==> src/logic/bmc_pkg.sv <==
// Constants, types and helper functions for the error monitor control block
package bmc_pkg;
  // ==========================================================
  // Register layout
  localparam int BMC_REG_W = 8;
  localparam logic [7:0] BMC_REG_RST = 8'h00;
  localparam int A_TIMER_HI = 7;
  localparam int A_TIMER_LO = 5;
  localparam int A_PHASE = 4;
  localparam int A_START = 3;
  localparam int A_BSEL_HI = 2;
  localparam int A_BSEL_LO = 0;
  localparam int B_ENABLE = 5;
  localparam int B_STANDBY = 4;
  localparam int B_STEP = 3;
  localparam int B_MODE_HI = 2;
  localparam int B_MODE_LO = 0;
  localparam logic SEL_A = 1'b0;
  localparam logic SEL_B = 1'b1;
  // ==========================================================
  // Codes and sizes
  localparam logic [2:0] BSEL_MAX = 3'h5;
  localparam logic [2:0] MODE_MAX = 3'h6;
  localparam logic [2:0] MODE_CHK_FIRST = 3'h5;
  localparam logic [2:0] SRC_NDC = 3'h0;
  localparam logic [2:0] SRC_DDC = 3'h1;
  localparam int TIMER_STEP_LOG2 = 3;
  localparam int WIN_BASE_LOG2_DEF = 18;
  localparam int BITCNT_W = 40;
  localparam int ERRCNT_W = 48;
  localparam int BYTE_W = 8;
  localparam logic [BITCNT_W-1:0] BITCNT_ONE = 40'h00_0000_0001;
  localparam logic [ERRCNT_W-1:0] ERRCNT_ONE = 48'h0000_0000_0001;
  // ==========================================================
  // Types
  typedef enum logic [2:0] {
    BMC_IDLE = 3'b001,
    BMC_RUN = 3'b010,
    BMC_DONE = 3'b100
  } bmc_state_t;
  typedef struct packed {
    logic en;
    logic sel;
    logic [BMC_REG_W-1:0] data;
  } bmc_wr_t;
  typedef struct packed {
    logic to_checker;
    logic [2:0] source;
  } bmc_route_t;
  localparam bmc_route_t ROUTE_RST = 4'h0;
  // ==========================================================
  // Helpers
  function automatic logic code_ok(input logic [2:0] code, input logic [2:0] max);
    code_ok = (code <= max);
  endfunction
  function automatic bmc_route_t route_of(input logic [2:0] code);
    bmc_route_t r;
    r.to_checker = (code >= MODE_CHK_FIRST);
    r.source = r.to_checker ? ((code == MODE_CHK_FIRST) ? SRC_NDC : SRC_DDC) : code;
    route_of = r;
  endfunction
endpackage

==> src/logic/bmc_top.sv <==
// Bit error rate monitor control registers and measurement sequencer
// ==========================================================
`timescale 1ns/100ps
`default_nettype none
module bmc_top #(
  parameter int WIN_BASE_LOG2 = bmc_pkg::WIN_BASE_LOG2_DEF
) (
  // Clock and reset
  input wire logic clk_sys_in,
  input wire logic srst_in,
  // Register write port from the management interface
  input wire bmc_pkg::bmc_wr_t wr_in,
  // Recovered bit stream compare results
  input wire logic bit_valid_in,
  input wire logic bit_err_in,
  // Register readback
  output logic [bmc_pkg::BMC_REG_W-1:0] ctrl_a_out,
  output logic [bmc_pkg::BMC_REG_W-1:0] ctrl_b_out,
  output logic [bmc_pkg::BYTE_W-1:0] err_byte_out,
  // Monitor controls and status
  output logic phase_neg_out,
  output logic monitor_on_out,
  output logic standby_out,
  output logic xor_step_out,
  output bmc_pkg::bmc_route_t route_out,
  output logic meas_busy_out,
  output logic meas_done_out
);
  import bmc_pkg::*;

  // ==========================================================
  // State
  logic [BMC_REG_W-1:0] ctrl_a, next_ctrl_a;
  logic [BMC_REG_W-1:0] ctrl_b, next_ctrl_b;
  logic [2:0] bsel, next_bsel;
  bmc_route_t route, next_route;
  bmc_state_t state, next_state;
  logic [BITCNT_W-1:0] bit_cnt, next_bit_cnt;
  logic [BITCNT_W-1:0] win_last, next_win_last;
  logic [ERRCNT_W-1:0] err_cnt, next_err_cnt;
  logic [BYTE_W-1:0] next_err_byte;
  logic next_step;
  logic start_pulse;
  logic next_busy, next_done;

  // ==========================================================
  // Next-state logic
  always_comb begin
    next_ctrl_a = ctrl_a;
    next_ctrl_b = ctrl_b;
    start_pulse = 1'b0;
    next_step = 1'b0;
    if (wr_in.en && wr_in.sel == SEL_A) begin
      next_ctrl_a = wr_in.data;
      // Falling edge of the written bit; a held 1 never restarts a window
      start_pulse = ctrl_a[A_START] && !wr_in.data[A_START];
    end
    if (wr_in.en && wr_in.sel == SEL_B) begin
      next_ctrl_b = wr_in.data;
      next_step = ctrl_b[B_STEP] && !wr_in.data[B_STEP];
    end
    next_bsel = bsel;
    if (code_ok(next_ctrl_a[A_BSEL_HI:A_BSEL_LO], BSEL_MAX)) begin
      next_bsel = next_ctrl_a[A_BSEL_HI:A_BSEL_LO];
    end
    next_route = route;
    if (code_ok(next_ctrl_b[B_MODE_HI:B_MODE_LO], MODE_MAX)) begin
      next_route = route_of(next_ctrl_b[B_MODE_HI:B_MODE_LO]);
    end
    next_state = state;
    next_bit_cnt = bit_cnt;
    next_err_cnt = err_cnt;
    next_win_last = win_last;
    unique case (state)
      BMC_IDLE, BMC_DONE: begin
        if (start_pulse && ctrl_b[B_ENABLE]) begin
          next_state = BMC_RUN;
          next_bit_cnt = '0;
          next_err_cnt = '0;
          // Window is latched at start so a timer rewrite cannot cut a run short
          next_win_last = (BITCNT_ONE << (WIN_BASE_LOG2 +
            TIMER_STEP_LOG2 * int'(ctrl_a[A_TIMER_HI:A_TIMER_LO]))) - BITCNT_ONE;
        end
      end
      BMC_RUN: begin
        if (bit_valid_in && !ctrl_b[B_STANDBY]) begin
          next_bit_cnt = bit_cnt + BITCNT_ONE;
          // Wraps silently; 48 bits outlast even the longest window
          if (bit_err_in) begin
            next_err_cnt = err_cnt + ERRCNT_ONE;
          end
          if (bit_cnt == win_last) begin
            next_state = BMC_DONE;
          end
        end
      end
    endcase
    if (!ctrl_b[B_ENABLE]) begin
      next_state = BMC_IDLE;
    end
    next_err_byte = err_cnt[next_bsel*BYTE_W +: BYTE_W];
    // Status pins are registered from the next state so they come straight from flops
    next_busy = (next_state == BMC_RUN);
    next_done = (next_state == BMC_DONE);
  end

  // ==========================================================
  // Registers
  // No clock enable; each flop reloads its own value when nothing changes
  always_ff @(posedge clk_sys_in) begin
    if (srst_in) begin
      ctrl_a <= BMC_REG_RST;
      ctrl_b <= BMC_REG_RST;
      bsel <= '0;
      route <= ROUTE_RST;
      state <= BMC_IDLE;
      bit_cnt <= '0;
      win_last <= '0;
      err_cnt <= '0;
      err_byte_out <= '0;
      xor_step_out <= 1'b0;
      meas_busy_out <= 1'b0;
      meas_done_out <= 1'b0;
    end else begin
      ctrl_a <= next_ctrl_a;
      ctrl_b <= next_ctrl_b;
      bsel <= next_bsel;
      route <= next_route;
      state <= next_state;
      bit_cnt <= next_bit_cnt;
      win_last <= next_win_last;
      err_cnt <= next_err_cnt;
      err_byte_out <= next_err_byte;
      xor_step_out <= next_step;
      meas_busy_out <= next_busy;
      meas_done_out <= next_done;
    end
  end

  // Straight register taps
  assign ctrl_a_out = ctrl_a;
  assign ctrl_b_out = ctrl_b;
  assign phase_neg_out = ctrl_a[A_PHASE];
  assign monitor_on_out = ctrl_b[B_ENABLE];
  assign standby_out = ctrl_b[B_STANDBY];
  assign route_out = route;
endmodule
`default_nettype wire

==> config.mk <==
export PLATFORM = sky130hd
export DESIGN_NAME = bmc_top
export DESIGN_NICKNAME = d
export VERILOG_FILES = /design/src/logic/bmc_pkg.sv /design/src/logic/bmc_top.sv
export SDC_FILE = /design/constraint.sdc
export NUM_CORES = 1
export LEC_CHECK = 0
export BUFFER_PORTS_ARGS = -buffer_cell sky130_fd_sc_hd__buf_4
export CAP_MARGIN = 20
export CORE_MARGIN = 5
export CORE_UTILIZATION = 40
export DETAILED_ROUTE_END_ITERATION = 6
export PLACE_DENSITY = 0.63
export SLEW_MARGIN = 20
export SYNTH_ARGS = -nofsm -noshare
export SYNTH_HDL_FRONTEND = slang
export SYNTH_SLANG_ARGS = --single-unit
==> constraint.sdc <==
create_clock -name clk_sys_in -period 2.55 [get_ports clk_sys_in]
set_input_delay 0.255 -clock clk_sys_in [delete_from_list [all_inputs] [get_ports clk_sys_in]]
set_output_delay 0.255 -clock clk_sys_in [all_outputs]
set_load 0.1 [all_outputs]
==> results, run 1 <==
- The worst-path maximum fanout is 8.
- Summing the sequential cell areas from Yosys gives 38.9% of the chip area.
- The number of I/O port buffers is 47.
- The clock net in this run drives a total of 161 sinks.
- Buffers added to address setup during post-CTS repair amount to 0.
- The startpoint identified for the worst register-to-register timing path is ctrl_a_out[7].
- The worst hold path belongs to the class input port to flip-flop.
- Summed over all nets, wire length on met3 after detailed routing comes to 1330 um.
- The startpoint identified for the worst hold timing path is wr_in[3].
- Total power for the finished layout comes to 5760 uW.
- Across the VDD grid, the largest voltage drop is 0.512 mV.
- The setup TNS is 0 ns.
- 48 I/O pins were placed.
- The most common cell in the synthesized netlist is dfxtp_1.
- In this run the core area contains 52 standard-cell rows.
- The post-cts hold buffer count is 0.
- Clock-pin slew was measured on the worst setup and hold paths at 0.06 ns.
- Counting instances in the post-synthesis netlist gives the leading cell types as dfxtp_1, nor2_1, a21oi_1, xnor2_1, nand2_1.
- After detailed routing, the number of remaining DRC violations is 0.
- The max capacitance violation total is 0.
- Counting along the longest clock path gives a buffer depth of 2.
- The H-tree was split into 4 levels.
- The average footprint of a synthesized cell is 8.33 um^2.
- For the worst-skew pair, the clock arrives at the later sink with an insertion delay of 0.43 ns.
- The via count of the first global-routing pass is 6762.
- The proportion of layout cells with a drive suffix above 1 is 14.1%.
- The worst-case hold path end point is xor_step_out.
- Measured against its own limit, the worst slew margin works out to 52.3%.
- The routed via count is 7519.
- The antenna diode instance count is 0.
- The number of nets in the synthesized netlist is 1021.
- The detailed-route wire length per cell is 16.1 um.
- The worst path needs 2.35 ns of the cycle, external delays included.
- The leakage power of the design is 0.00328 uW.
- The largest net degree at the start of global routing is 40.
- The total power divided by cell area is 589 mW/mm^2.
- After detailed placement, the design holds a cell count of 1291.
- The distinct cell type count after synthesis is 58.
- In the synthesized netlist the dominant register cell turns out to be dfxtp_1.
- The final layout net count is 1066.
- The warning count from the yosys run is 0.
- In this run the top signal layer used is met4.
- STA puts the critical path data required time at 2.90 ns.
- After synthesis, the cell types taking the most area are dfxtp_1, xnor2_1, nor2_1.
- Global routing finished with a remaining overflow of 0.
- The worst hold path was traced through 2 stages.
- Setup slack on the worst reg-to-reg path comes out at 0.20 ns.
- The detailed router put a total of 10400 um of wire on met1.
- The floorplan step set the die height to 154 um.
- The arrival time reported for the critical path endpoint is 2.70 ns.
- The cell count after synthesis came out at 995.
- The clock root buffer is clkbuf_16.
- Static timing analysis puts the maximum clock frequency at 0.425 GHz.
- After layout, the worst path uses 92.3% of the clock period.
- The share of the synthesized area in the top cell type is 38.9%.
- The number of enable flip-flop cells after synthesis is 0.
- At the end of routability-driven placement, the weighted congestion stood at 0.904.
- The first detailed-routing pass took 5 iterations.
- The endpoint of the worst-slack reg-to-reg timing path is win_last[39].
- The logic depth of the worst register-to-register path is 9.
- The max-slew violation count came to 0.
- Across every metal layer, demand over resource in global routing totals 17.8%.
- Setup repair after global routing left no endpoint under its margin.
- The flow ran to the end, and the final reports show no timing, DRC or antenna violations.
- STA classifies the critical path endpoint as a flip-flop.
- The final-report setup violation count is 0.
- The category of the worst setup path launch point is a flip-flop.
- The number of resized instances in the post-cts repair step is 0.
- Between clock sinks in the finished design, the worst skew comes to 0.00954 ns.
- The residual antenna-violating net count after detailed routing is 0.
- The CTS tree is yes.
- The non-filler instance count after layout is 1323.
- The initial utilization of the core area, before any placement, comes to 40.8%.
- The count of final hold-check violations is 0.
- The initial antenna violation count came to 0.
- The first-pass GRT wire length is 35300 um.
- The placeable core region is 0.0203 mm^2.
- The most critical setup path has its startpoint at ctrl_a_out[7].
- The overall die width is 154 um.
- The most area-hungry cell type in the Yosys netlist is dfxtp_1.
- The starting DRC count in detailed routing is 688.
- The total standard cell area after synthesis is 0.00829 mm^2.
- The floorplan die area is 0.0237 mm^2.
- The share of synthesized flip-flops with an asynchronous set or reset is 0%.
- Summed over all nets, the half-perimeter wirelength after detailed placement is 15100 um.
- In the routed layout, each cell is associated on average with a via count of 5.68.
- The number of flip-flops and latches in the synthesized netlist is 161.
- The wire length on met2 is 9370 um.
- The transition time of the tightest slew-check pin is 0.708 ns.
- The final routed wirelength across all metal layers is 21300 um.
- The category of the most critical setup path is flip-flop to flip-flop.
- The area growth from synthesis to layout is 17.8%.
- The number of buffers created by CTS is 17.
-- flip-flops by register name (all words and copies together), names as in the netlist --
signal         cells
bit_cnt           40
bsel               3
ctrl_a_out         8
ctrl_b_out         8
err_byte_out       8
err_cnt           48
meas_busy_out      1
meas_done_out      1
route_out          4
state              3
win_last          36
xor_step_out       1
-- layer usage --
metal  vias up  track usage [%]
li1       3735                -
met1      3568             26.3
met2       201             26.1
met3        15             3.82
met4         0             4.88
met5         -                0
-- critical path: stages, from the launching register on --
cell,delay (ns)
dfxtp_4,0.37
inv_1,0.09
ha_1,0.29
ha_1,0.20
ha_1,0.18
or2_2,0.37
or3_1,0.37
a21oi_1,0.12
a31oi_1,0.05
a211oi_1,0.22
-- cell type report --
cell class | count | area [um^2]
well taps | 270 | 338
repair buffers | 95 | 751
flip-flops and latches | 161 | 3230
inverters | 25 | 93.8
clock inverters | 12 | 180
multi-input cells | 740 | 4700
clock buffers | 20 | 467
fillers | 1961 | 10500
-- kinds of logic after synthesis --
logic type	count (synthesis)	share of synthesized area, %
fa+ha+maj	12	1.81
buf+inv	94	4.56
compound gates	203	16.0
xor+xnor	76	8.03
mux	24	2.97
simple gates	425	27.7
flops	161	38.9
-- placed cells by master, fill, tap and decap left out, types with 32 or more instances in the layout --
master / Yosys / routed
nand2_1: 67 / 67
nand3_1: 32 / 32
a21oi_1: 68 / 68
dfxtp_1: 161 / 156
buf_4: 4 / 92
xnor2_1: 68 / 68
nand4_1: 38 / 38
nor4_1: 32 / 32
nor2_1: 115 / 115
-- stage by stage --
| stage | setup slack, ns | instance area [um^2] | util [%] | hold WS, ns |
|---|---|---|---|---|
| global placement | 0.170 | 9120 | 44.9 | 0.452 |
| detailed placement | 0.160 | 9120 | 44.9 | 0.457 |
| floorplan | -0.200 | 8310 | - | 0.332 |
| global route | 0.0445 | 9770 | 48.1 | 0.0153 |
| finish | 0.197 | 9770 | 48.1 | 0.0170 |
| CTS | 0.199 | 9770 | 48.1 | 0.00566 |
-- power by group --
group / total (uW) / internal [uW] / switching [uW]
registers: 2550 / 2530 / 16.5
clock network: 2770 / 1720 / 1050
logic: 436 / 121 / 315
total: 5760 / 4370 / 1380
-- worst max path at each step --
stage                   end  slack (ns)  cells past startpoint
4_1_cts        win_last[39]        0.20                      9
3_5_place_dp    bit_cnt[35]        0.16                      7
3_3_place_gp    bit_cnt[35]        0.17                      7
6_report       win_last[39]        0.20                      9
2_1_floorplan  win_last[39]       -0.20                     11
5_1_grt        win_last[38]        0.04                      8
Power figures use the tool's default switching activity.
==> inputs of run 2 (changes only) <==
- ABC_AREA: not set -> 1
==> results, run 2 <==
- The overall die width is 164 um (+6.8%).
- The length of the first detailed-routing pass in iterations is 5 (unchanged).
- The area added between synthesis and finish is 14.1%.
- The max capacitance violation total came to 0 (unchanged).
- The internal power is 4200 uW (-4.1%).
- The flow ran to the end, and the final reports show no timing, DRC or antenna violations.
- The remaining max-slew budget at the tightest pin is 59.5% (+7.1 points).
- The largest registers in the layout are err_cnt: 48 flops, bit_cnt: 40 flops, win_last: 36 flops.
- The share of the clock period used by the worst path after layout came to 90.7% (-1.6 points).
- The distinct cell type count after synthesis is 53 (-8.6%).
- The overall die height is 164 um (+6.8%).
- The net switching share of the total power is 29.1% (+5.1 points).
- The proportion of layout cells with a drive suffix above 1 is 9.44% (-4.6 points).
- The detailed-route wire length per cell is 15.3 um (-4.9%).
- The total global routing track utilization is 21.6% (+3.8 points).
- The area of all placed cells without fillers is 0.0109 mm^2 (+11%).
- The final layout net count is 1602 (+50%).
- The number of enable flip-flop cells after synthesis is 0 (unchanged).
- The commonest cells after synthesis are nand2_1, nor2_1, inv_1.
- The transition time of the tightest slew-check pin is 0.608 ns (-0.100 ns).
- The worst vdd rail ir drop is 0.422 mV (-18%).
- TritonCTS built the clock tree.
- The post-detailed-route DRC marker count is 0 (unchanged).
- The class of the tightest hold or removal check is input port to flip-flop.
- The clock latency reported for the late side of the worst-skew pair is 0.43 ns (about the same).
- The number of buffers on the longest clock path is 2 (unchanged).
- Setup repair after global routing left no endpoint under its margin.
- The data required time at the worst endpoint is 2.89 ns (about the same).
- The worst hold slack after final layout is 0.0160 ns (-0.000980 ns).
- The register with the most flip-flops is err_cnt.
- The number of flip-flops and latches in the synthesized netlist came to 161 (unchanged).
- The post-placement cell area is 0.0103 mm^2 (+13%).
- The total congestion overflow is 0 (unchanged).
- The power dissipated by switching net loads is 1720 uW (+25%).
- The met3 track utilization from global routing is 3.49% (-0.33 points).
- The final-report setup violation count is 0 (unchanged).
- The H-tree level count is 4 (unchanged).
- The number of I/O port buffers is 47 (unchanged).
- The average footprint of a synthesized cell was 6.24 um^2 (-25%).
- The register clock-pin slew on the reported worst setup and hold paths is 0.07 ns (about the same).
- The count of pins on the block boundary is 48 (unchanged).
- The tree is rooted in a clkbuf_16.
- The number of flip-flops under the largest register name is 48 (unchanged).
- The residual antenna-violating net count after detailed routing came to 0 (unchanged).
- The most common library cell in the layout ignoring fill and taps is nand2_1.
- The time the final worst path needs with I/O delays and setup is 2.31 ns (-0.0412 ns).
- The initial antenna violation count came to 0 (unchanged).
- The category of the most critical setup path is flip-flop to flip-flop.
- The number of cells produced by synthesis came to 1530 (+54%).
- The share of synthesized flip-flops with an asynchronous set or reset is 0% (unchanged).
- The placeable core region is 0.0235 mm^2 (+16%).
- The placed wire-length estimate is 22200 um (+47%).
- The worst setup path is captured at a flip-flop.
- The arrival time reported for the critical path endpoint was 2.65 ns (-0.05 ns).
- The proportion of synthesized chip area in sequential cells is 33.8% (-5.1 points).
- The post-cts hold buffer count is 0 (unchanged).
- The initial cell density of the core is 40.6% (-0.18 points).
- The worst-path maximum fanout is 11 (+3).
- The share of the synthesized area in the top cell type is 33.8% (-5.1 points).
- The final routed wirelength across all metal layers is 29200 um (+37%).
- The via count of the first global-routing pass is 9190 (+36%).
- The floorplan row count is 56 (+7.7%).
- The share of power burned in combinational logic is 11.8% (+4.2 points).
- The routed via count is 9964 (+33%).
- The via count normalized by instance count is 5.22 (-8.1%).
- The last weighted congestion value of the routability-driven placer is 0.962 (+6.4%).
- The largest clock skew in the final design is 0.00940 ns (-0.000140 ns).
- The met1 usage is 29.8% (+3.5 points).
- The first-pass GRT wire length is 47000 um (+33%).
- The proportion of power drawn by flip-flops and latches came to 43.4% (-0.9 points).
- Ranked by total cell area, the synthesized netlist is headed by dfxtp_1, nand2_1, nor2_1.
- The net count of the mapped netlist was 1556 (+52%).
- The most used routing layer is met2.
- The leakage power of the design was 0.00429 uW (+31%).
- The warning count from the yosys run is 0 (unchanged).
- The floorplan die area is 0.0270 mm^2 (+14%).
- The most area-hungry cell type in the Yosys netlist is dfxtp_1.
- In the synthesized netlist the dominant register cell turns out to be dfxtp_1.
- The category of the worst setup path launch point is a flip-flop.
- The count of final hold-check violations is 0 (unchanged).
- In the post-synthesis netlist, the cell with the most instances is nand2_1.
- The max-slew violation count is 0 (unchanged).
- The largest net degree at the start of global routing is 53 (+33%).
- The highest clock rate came to 0.433 GHz (+1.8%).
- The setup TNS is 0 ns (unchanged).
- The met2 global-route usage is 35.6% (+9.4 points).
- The count of clock tree sinks is 161 (unchanged).
- The total standard cell area after synthesis came to 0.00954 mm^2 (+15%).
- The share of total power in the clock network came to 44.8% (-3.4 points).
- The library cells used most frequently in the layout, excluding fill and tap cells, are nand2_1, nor2_1, inv_1.
- The starting DRC count in detailed routing is 775 (+13%).
- The total power divided by cell area was 544 mW/mm^2 (-7.7%).
- The antenna diode instance count is 0 (unchanged).
- The number of buffers created by CTS is 17 (unchanged).
==> run 2: cell types whose count changed after synthesis, moves of 23 or more <==
cell	before	now
o31ai_1	24	0
nand3_1	32	114
o21ai_0	24	61
or4_1	24	0
inv_1	25	174
nand2_1	67	427
clkbuf_1	53	19
nand4_1	38	61
nor4_1	32	4
xnor2_1	68	11
nor2_1	115	241
a21oi_1	68	106
==> run 2: cell type report <==
cell class | instances | area (um^2)
fill | 2492 | 12600
timing repair buffer | 71 | 546
inverter | 178 | 673
clock inverter | 15 | 169
sequential | 161 | 3230
tap | 319 | 399
clock buffer | 17 | 425
multi-input combinational | 1147 | 5440
==> run 2: critical path, stage by stage, from the launching register on <==
cell	delay, ns
dfxtp_4	0.36
inv_1	0.14
ha_1	0.26
ha_1	0.23
ha_4	0.17
nor2_2	0.18
buf_4	0.21
nor2_1	0.08
nor2_1	0.12
nand2_1	0.07
nor2_1	0.12
nand2_1	0.06
nand2_1	0.06
nand3_1	0.06
nand2_1	0.06
inv_1	0.03
==> run 2: worst paths after layout <==
path                                    start            to  slack, ns  depth (start not counted)
worst max register to register  ctrl_a_out[7]  win_last[39]       0.24                         15
worst max-delay path            ctrl_a_out[7]  win_last[39]       0.24                         15
worst min-delay path                 wr_in[3]  xor_step_out       0.02                          2
worst min register to register  ctrl_b_out[3]  xor_step_out       0.48                          2
==> run 2: timing repair <==
action,4_1_cts,5_1_grt
buffers inserted,0,0
endpoints found under the setup margin,0,8
gates resized for setup,0,5
==> run 2: per-layer routing <==
layer  wire length [um]  vias up
li1                   -     5056
met5                  0        -
met4                428        0
met1              13800     4563
met3               1700       39
met2              13200      306
==> run 2: power groups by stage <==
stage	logic, uW	clock network (uW)	registers (uW)
CTS	689	2700	2570
global route	752	2800	2570
detailed placement	687	0	2630
floorplan	332	0	2810
finish	698	2650	2570
global placement	688	0	2630
==> run 2: kinds of logic (layout without fill, tap and decap cells) <==
| family | Yosys count | count (layout) | synth area share, % |
|---|---|---|---|
| AOI/OAI and AO/OA | 219 | 219 | 12.9 |
| buffers and inverters | 222 | 281 | 9.46 |
| adders and majority gates | 12 | 12 | 1.57 |
| DFF | 161 | 161 | 33.8 |
| and+or+nand+nor | 901 | 901 | 40.9 |
| xor gates and xnor gates | 15 | 15 | 1.38 |
==> run 2: per-stage QoR <==
step / utilization (%) / worst slack [ns] / total power, uW / instances
after global routing: 46.4 / 0.0248 / 6120 / 1908
after global placement: 43.7 / 0.0881 / 3310 / 1876
after floorplan: - / -0.0181 / 3140 / 1530
final: 46.4 / 0.238 / 5920 / 1908
after detailed placement: 43.7 / 0.0917 / 3310 / 1876
after CTS: 46.3 / 0.0666 / 5960 / 1908
==> inputs of run 3 (changes only) <==
- BUFFER_PORTS_ARGS: -buffer_cell sky130_fd_sc_hd__buf_4 -> -buffer_cell sky130_fd_sc_hd__buf_2
==> results, run 3 (synthesized netlist as in run 2, its figures left out) <==
- The run finished with clean final reports.
- The largest clock skew in the final design is 0.0124 ns (+0.00304 ns).
- The via count of the first global-routing pass is 9209 (+0.21%).
- The highest clock rate is 0.426 GHz (-1.6%).
- The residual antenna-violating net count after detailed routing is 0 (unchanged).
- The CTS tree is yes.
- The library cell used most frequently in the layout, excluding fill and tap cells, is nand2_1.
- The initial antenna violation count is 0 (unchanged).
- The placed wire-length estimate is 22300 um (+0.35%).
- The clock latency reported for the late side of the worst-skew pair came to 0.44 ns (about the same).
- The post-cts hold buffer count is 0 (unchanged).
- The category of the worst setup path launch point is a flip-flop.
- The data required time at the worst endpoint is 2.89 ns (about the same).
- The final layout net count is 1603 (+0.062%).
- The floorplan die area came to 0.0270 mm^2 (unchanged).
- The tightest min-delay check is of the input port to flip-flop type.
- The library cells used most frequently in the layout, excluding fill and tap cells, are nand2_1, nor2_1, inv_1.
- The register clock-pin slew on the reported worst setup and hold paths is 0.07 ns (about the same).
- Ranked by flip-flop count, first place goes to err_cnt.
- The non-filler instance count after layout was 1909 (+0.052%).
- The net switching share of the total power was 30.9% (+1.8 points).
- The total congestion overflow is 0 (unchanged).
- The floorplan row count was 56 (unchanged).
- The proportion of power drawn by flip-flops and latches is 44.1% (+0.7 points).
- The power dissipated by switching net loads is 1800 uW (+4.4%).
- The transition time of the tightest slew-check pin was 0.620 ns (+0.0114 ns).
- The count of pins on the block boundary came to 48 (unchanged).
- The category of the most critical setup path is flip-flop to flip-flop.
- The final-report setup violation count is 0 (unchanged).
- The last weighted congestion value of the routability-driven placer was 0.945 (-1.8%).
- The H-tree level count is 4 (unchanged).
- The total power divided by cell area was 540 mW/mm^2 (-0.78%).
- The routed via count is 10000 (+0.77%).
- The worst setup path is captured at a flip-flop.
- The remaining max-slew budget at the tightest pin is 58.6% (-0.81 points).
- The overall die width is 164 um (unchanged).
- The overall die height came to 164 um (unchanged).
- The post-detailed-route DRC marker count is 0 (unchanged).
- The first-pass GRT wire length is 46900 um (-0.18%).
- The count of final hold-check violations is 0 (unchanged).
- The number of flip-flops under the largest register name is 48 (unchanged).
- The leakage power of the design is 0.00427 uW (-0.45%).
- The max capacitance violation total is 0 (unchanged).
- The share of the clock period used by the worst path after layout is 92.1% (+1.5 points).
- The count of clock tree sinks is 161 (unchanged).
- The number of filler cells placed in the layout was 2468 (-0.96%).
- The antenna diode instance count is 0 (unchanged).
- The starting DRC count in detailed routing is 1058 (+37%).
- The clock root buffer is clkbuf_16.
- The detailed-route wire length per cell was 15.1 um (-1.1%).
- The share of total power in the clock network came to 44.2% (-0.6 points).
- The via count normalized by instance count was 5.26 (+0.72%).
- The largest registers in the layout are err_cnt: 48 flops, bit_cnt: 40 flops, win_last: 36 flops.
- The number of buffers created by CTS came to 17 (unchanged).
- The proportion of layout cells with a drive suffix above 1 was 9.62% (+0.18 points).
- The time the final worst path needs with I/O delays and setup is 2.35 ns (+0.0378 ns).
- The number of I/O port buffers was 47 (unchanged).
- The placeable core region is 0.0235 mm^2 (unchanged).
- The worst vdd rail ir drop was 0.389 mV (-7.7%).
- The worst-path maximum fanout is 9 (-2).
- The max-slew violation count is 0 (unchanged).
- The setup slack after layout came to 0.201 ns (-0.0378 ns).
- The arrival time reported for the critical path endpoint is 2.69 ns (+0.04 ns).
- The number of setup buffers added after CTS is 0 (unchanged).
- The largest net degree at the start of global routing is 35 (-34%).
- The area added between synthesis and finish is 13.0%.
- The internal power is 4020 uW (-4.3%).
- The pre-CTS worst setup slack is 0.106 ns (+0.0139 ns).
- The number of buffers on the longest clock path is 2 (unchanged).
- The share of power burned in combinational logic came to 11.7% (about the same).
- The initial cell density of the core is 40.6% (unchanged).
- The final routed wirelength across all metal layers is 28900 um (-1.1%).
- The total placed cells including tap cells is 1877 (+0.053%).
- The total global routing track utilization is 21.6% (-0.046 points).
- The length of the first detailed-routing pass in iterations is 7 (+2).
## run 3: cell count changes in the layout (fill, tap and decap cells not counted), moves of 2 or more
cell | before | now
buf_4 | 70 | 25
buf_2 | 0 | 46
clkinv_8 | 0 | 3
bufinv_16 | 2 | 0
inv_4 | 3 | 1
inv_6 | 6 | 2
inv_8 | 2 | 6
## run 3: worst paths after layout
check / from / to / slack [ns] / cells past startpoint
setup / recovery: ctrl_a_out[7] / win_last[39] / 0.20 / 15
hold / removal: wr_in[3] / xor_step_out / 0.03 / 2
hold reg to reg: ctrl_b_out[3] / xor_step_out / 0.47 / 2
setup reg to reg: ctrl_a_out[7] / win_last[39] / 0.20 / 15
## run 3: routing by layer
metal  wire, um  vias up  GRT usage [%]
met5          0        -              0
met4        675        0           6.24
li1           -     5060              -
met1      13500     4583           30.4
met2      12700      351           34.2
met3       1960       47           3.49
## run 3: final cells by class
type	instances	area [um^2]	area share, %
multi-input combinational	1147	5440	50.5
tap	319	399	3.70
clock buffer	17	425	3.95
timing repair buffer	72	438	4.06
inverter	178	672	6.23
sequential	161	3230	30.0
clock inverter	15	168	1.56
## run 3: power by group through the flow
stage	Combinational [uW]	Clock, uW	Sequential (uW)
3_3_place_gp	671	0	2620
6_report	679	2570	2560
5_1_grt	737	2720	2570
3_5_place_dp	669	0	2620
2_1_floorplan	332	0	2810
4_1_cts	672	2630	2560
## run 3: what timing repair did
action	CTS	global route
hold endpoints to repair	0	0
endpoints found under the setup margin	0	9
gates resized for setup	0	6
## run 3: stage by stage
step | power [uW] | area [um^2] | TNS, ns | hold slack [ns] | utilization (%)
final | 5820 | 10800 | 0 | 0.0345 | 45.9
after floorplan | 3140 | 9550 | -0.0181 | 0.334 | -
after global routing | 6020 | 10800 | -0.00604 | 0.0500 | 45.9
after CTS | 5860 | 10800 | 0 | 0.0251 | 45.8
after global placement | 3290 | 10200 | 0 | 0.449 | 43.3
after detailed placement | 3290 | 10200 | 0 | 0.453 | 43.3
## run 3: worst max-delay path, cell delays in order (launching register included)
cell and delay [ns]:
dfxtp_4 0.36, inv_1 0.14, ha_1 0.26, ha_1 0.23, ha_4 0.32, clkinv_2 0.14, nand4_1 0.16, nand2_1 0.08
nand2_1 0.10, nand2_1 0.06, nor2_1 0.13, nand2_1 0.06, nand2_1 0.05, nand3_1 0.06, nand2_1 0.07, inv_1 0.03
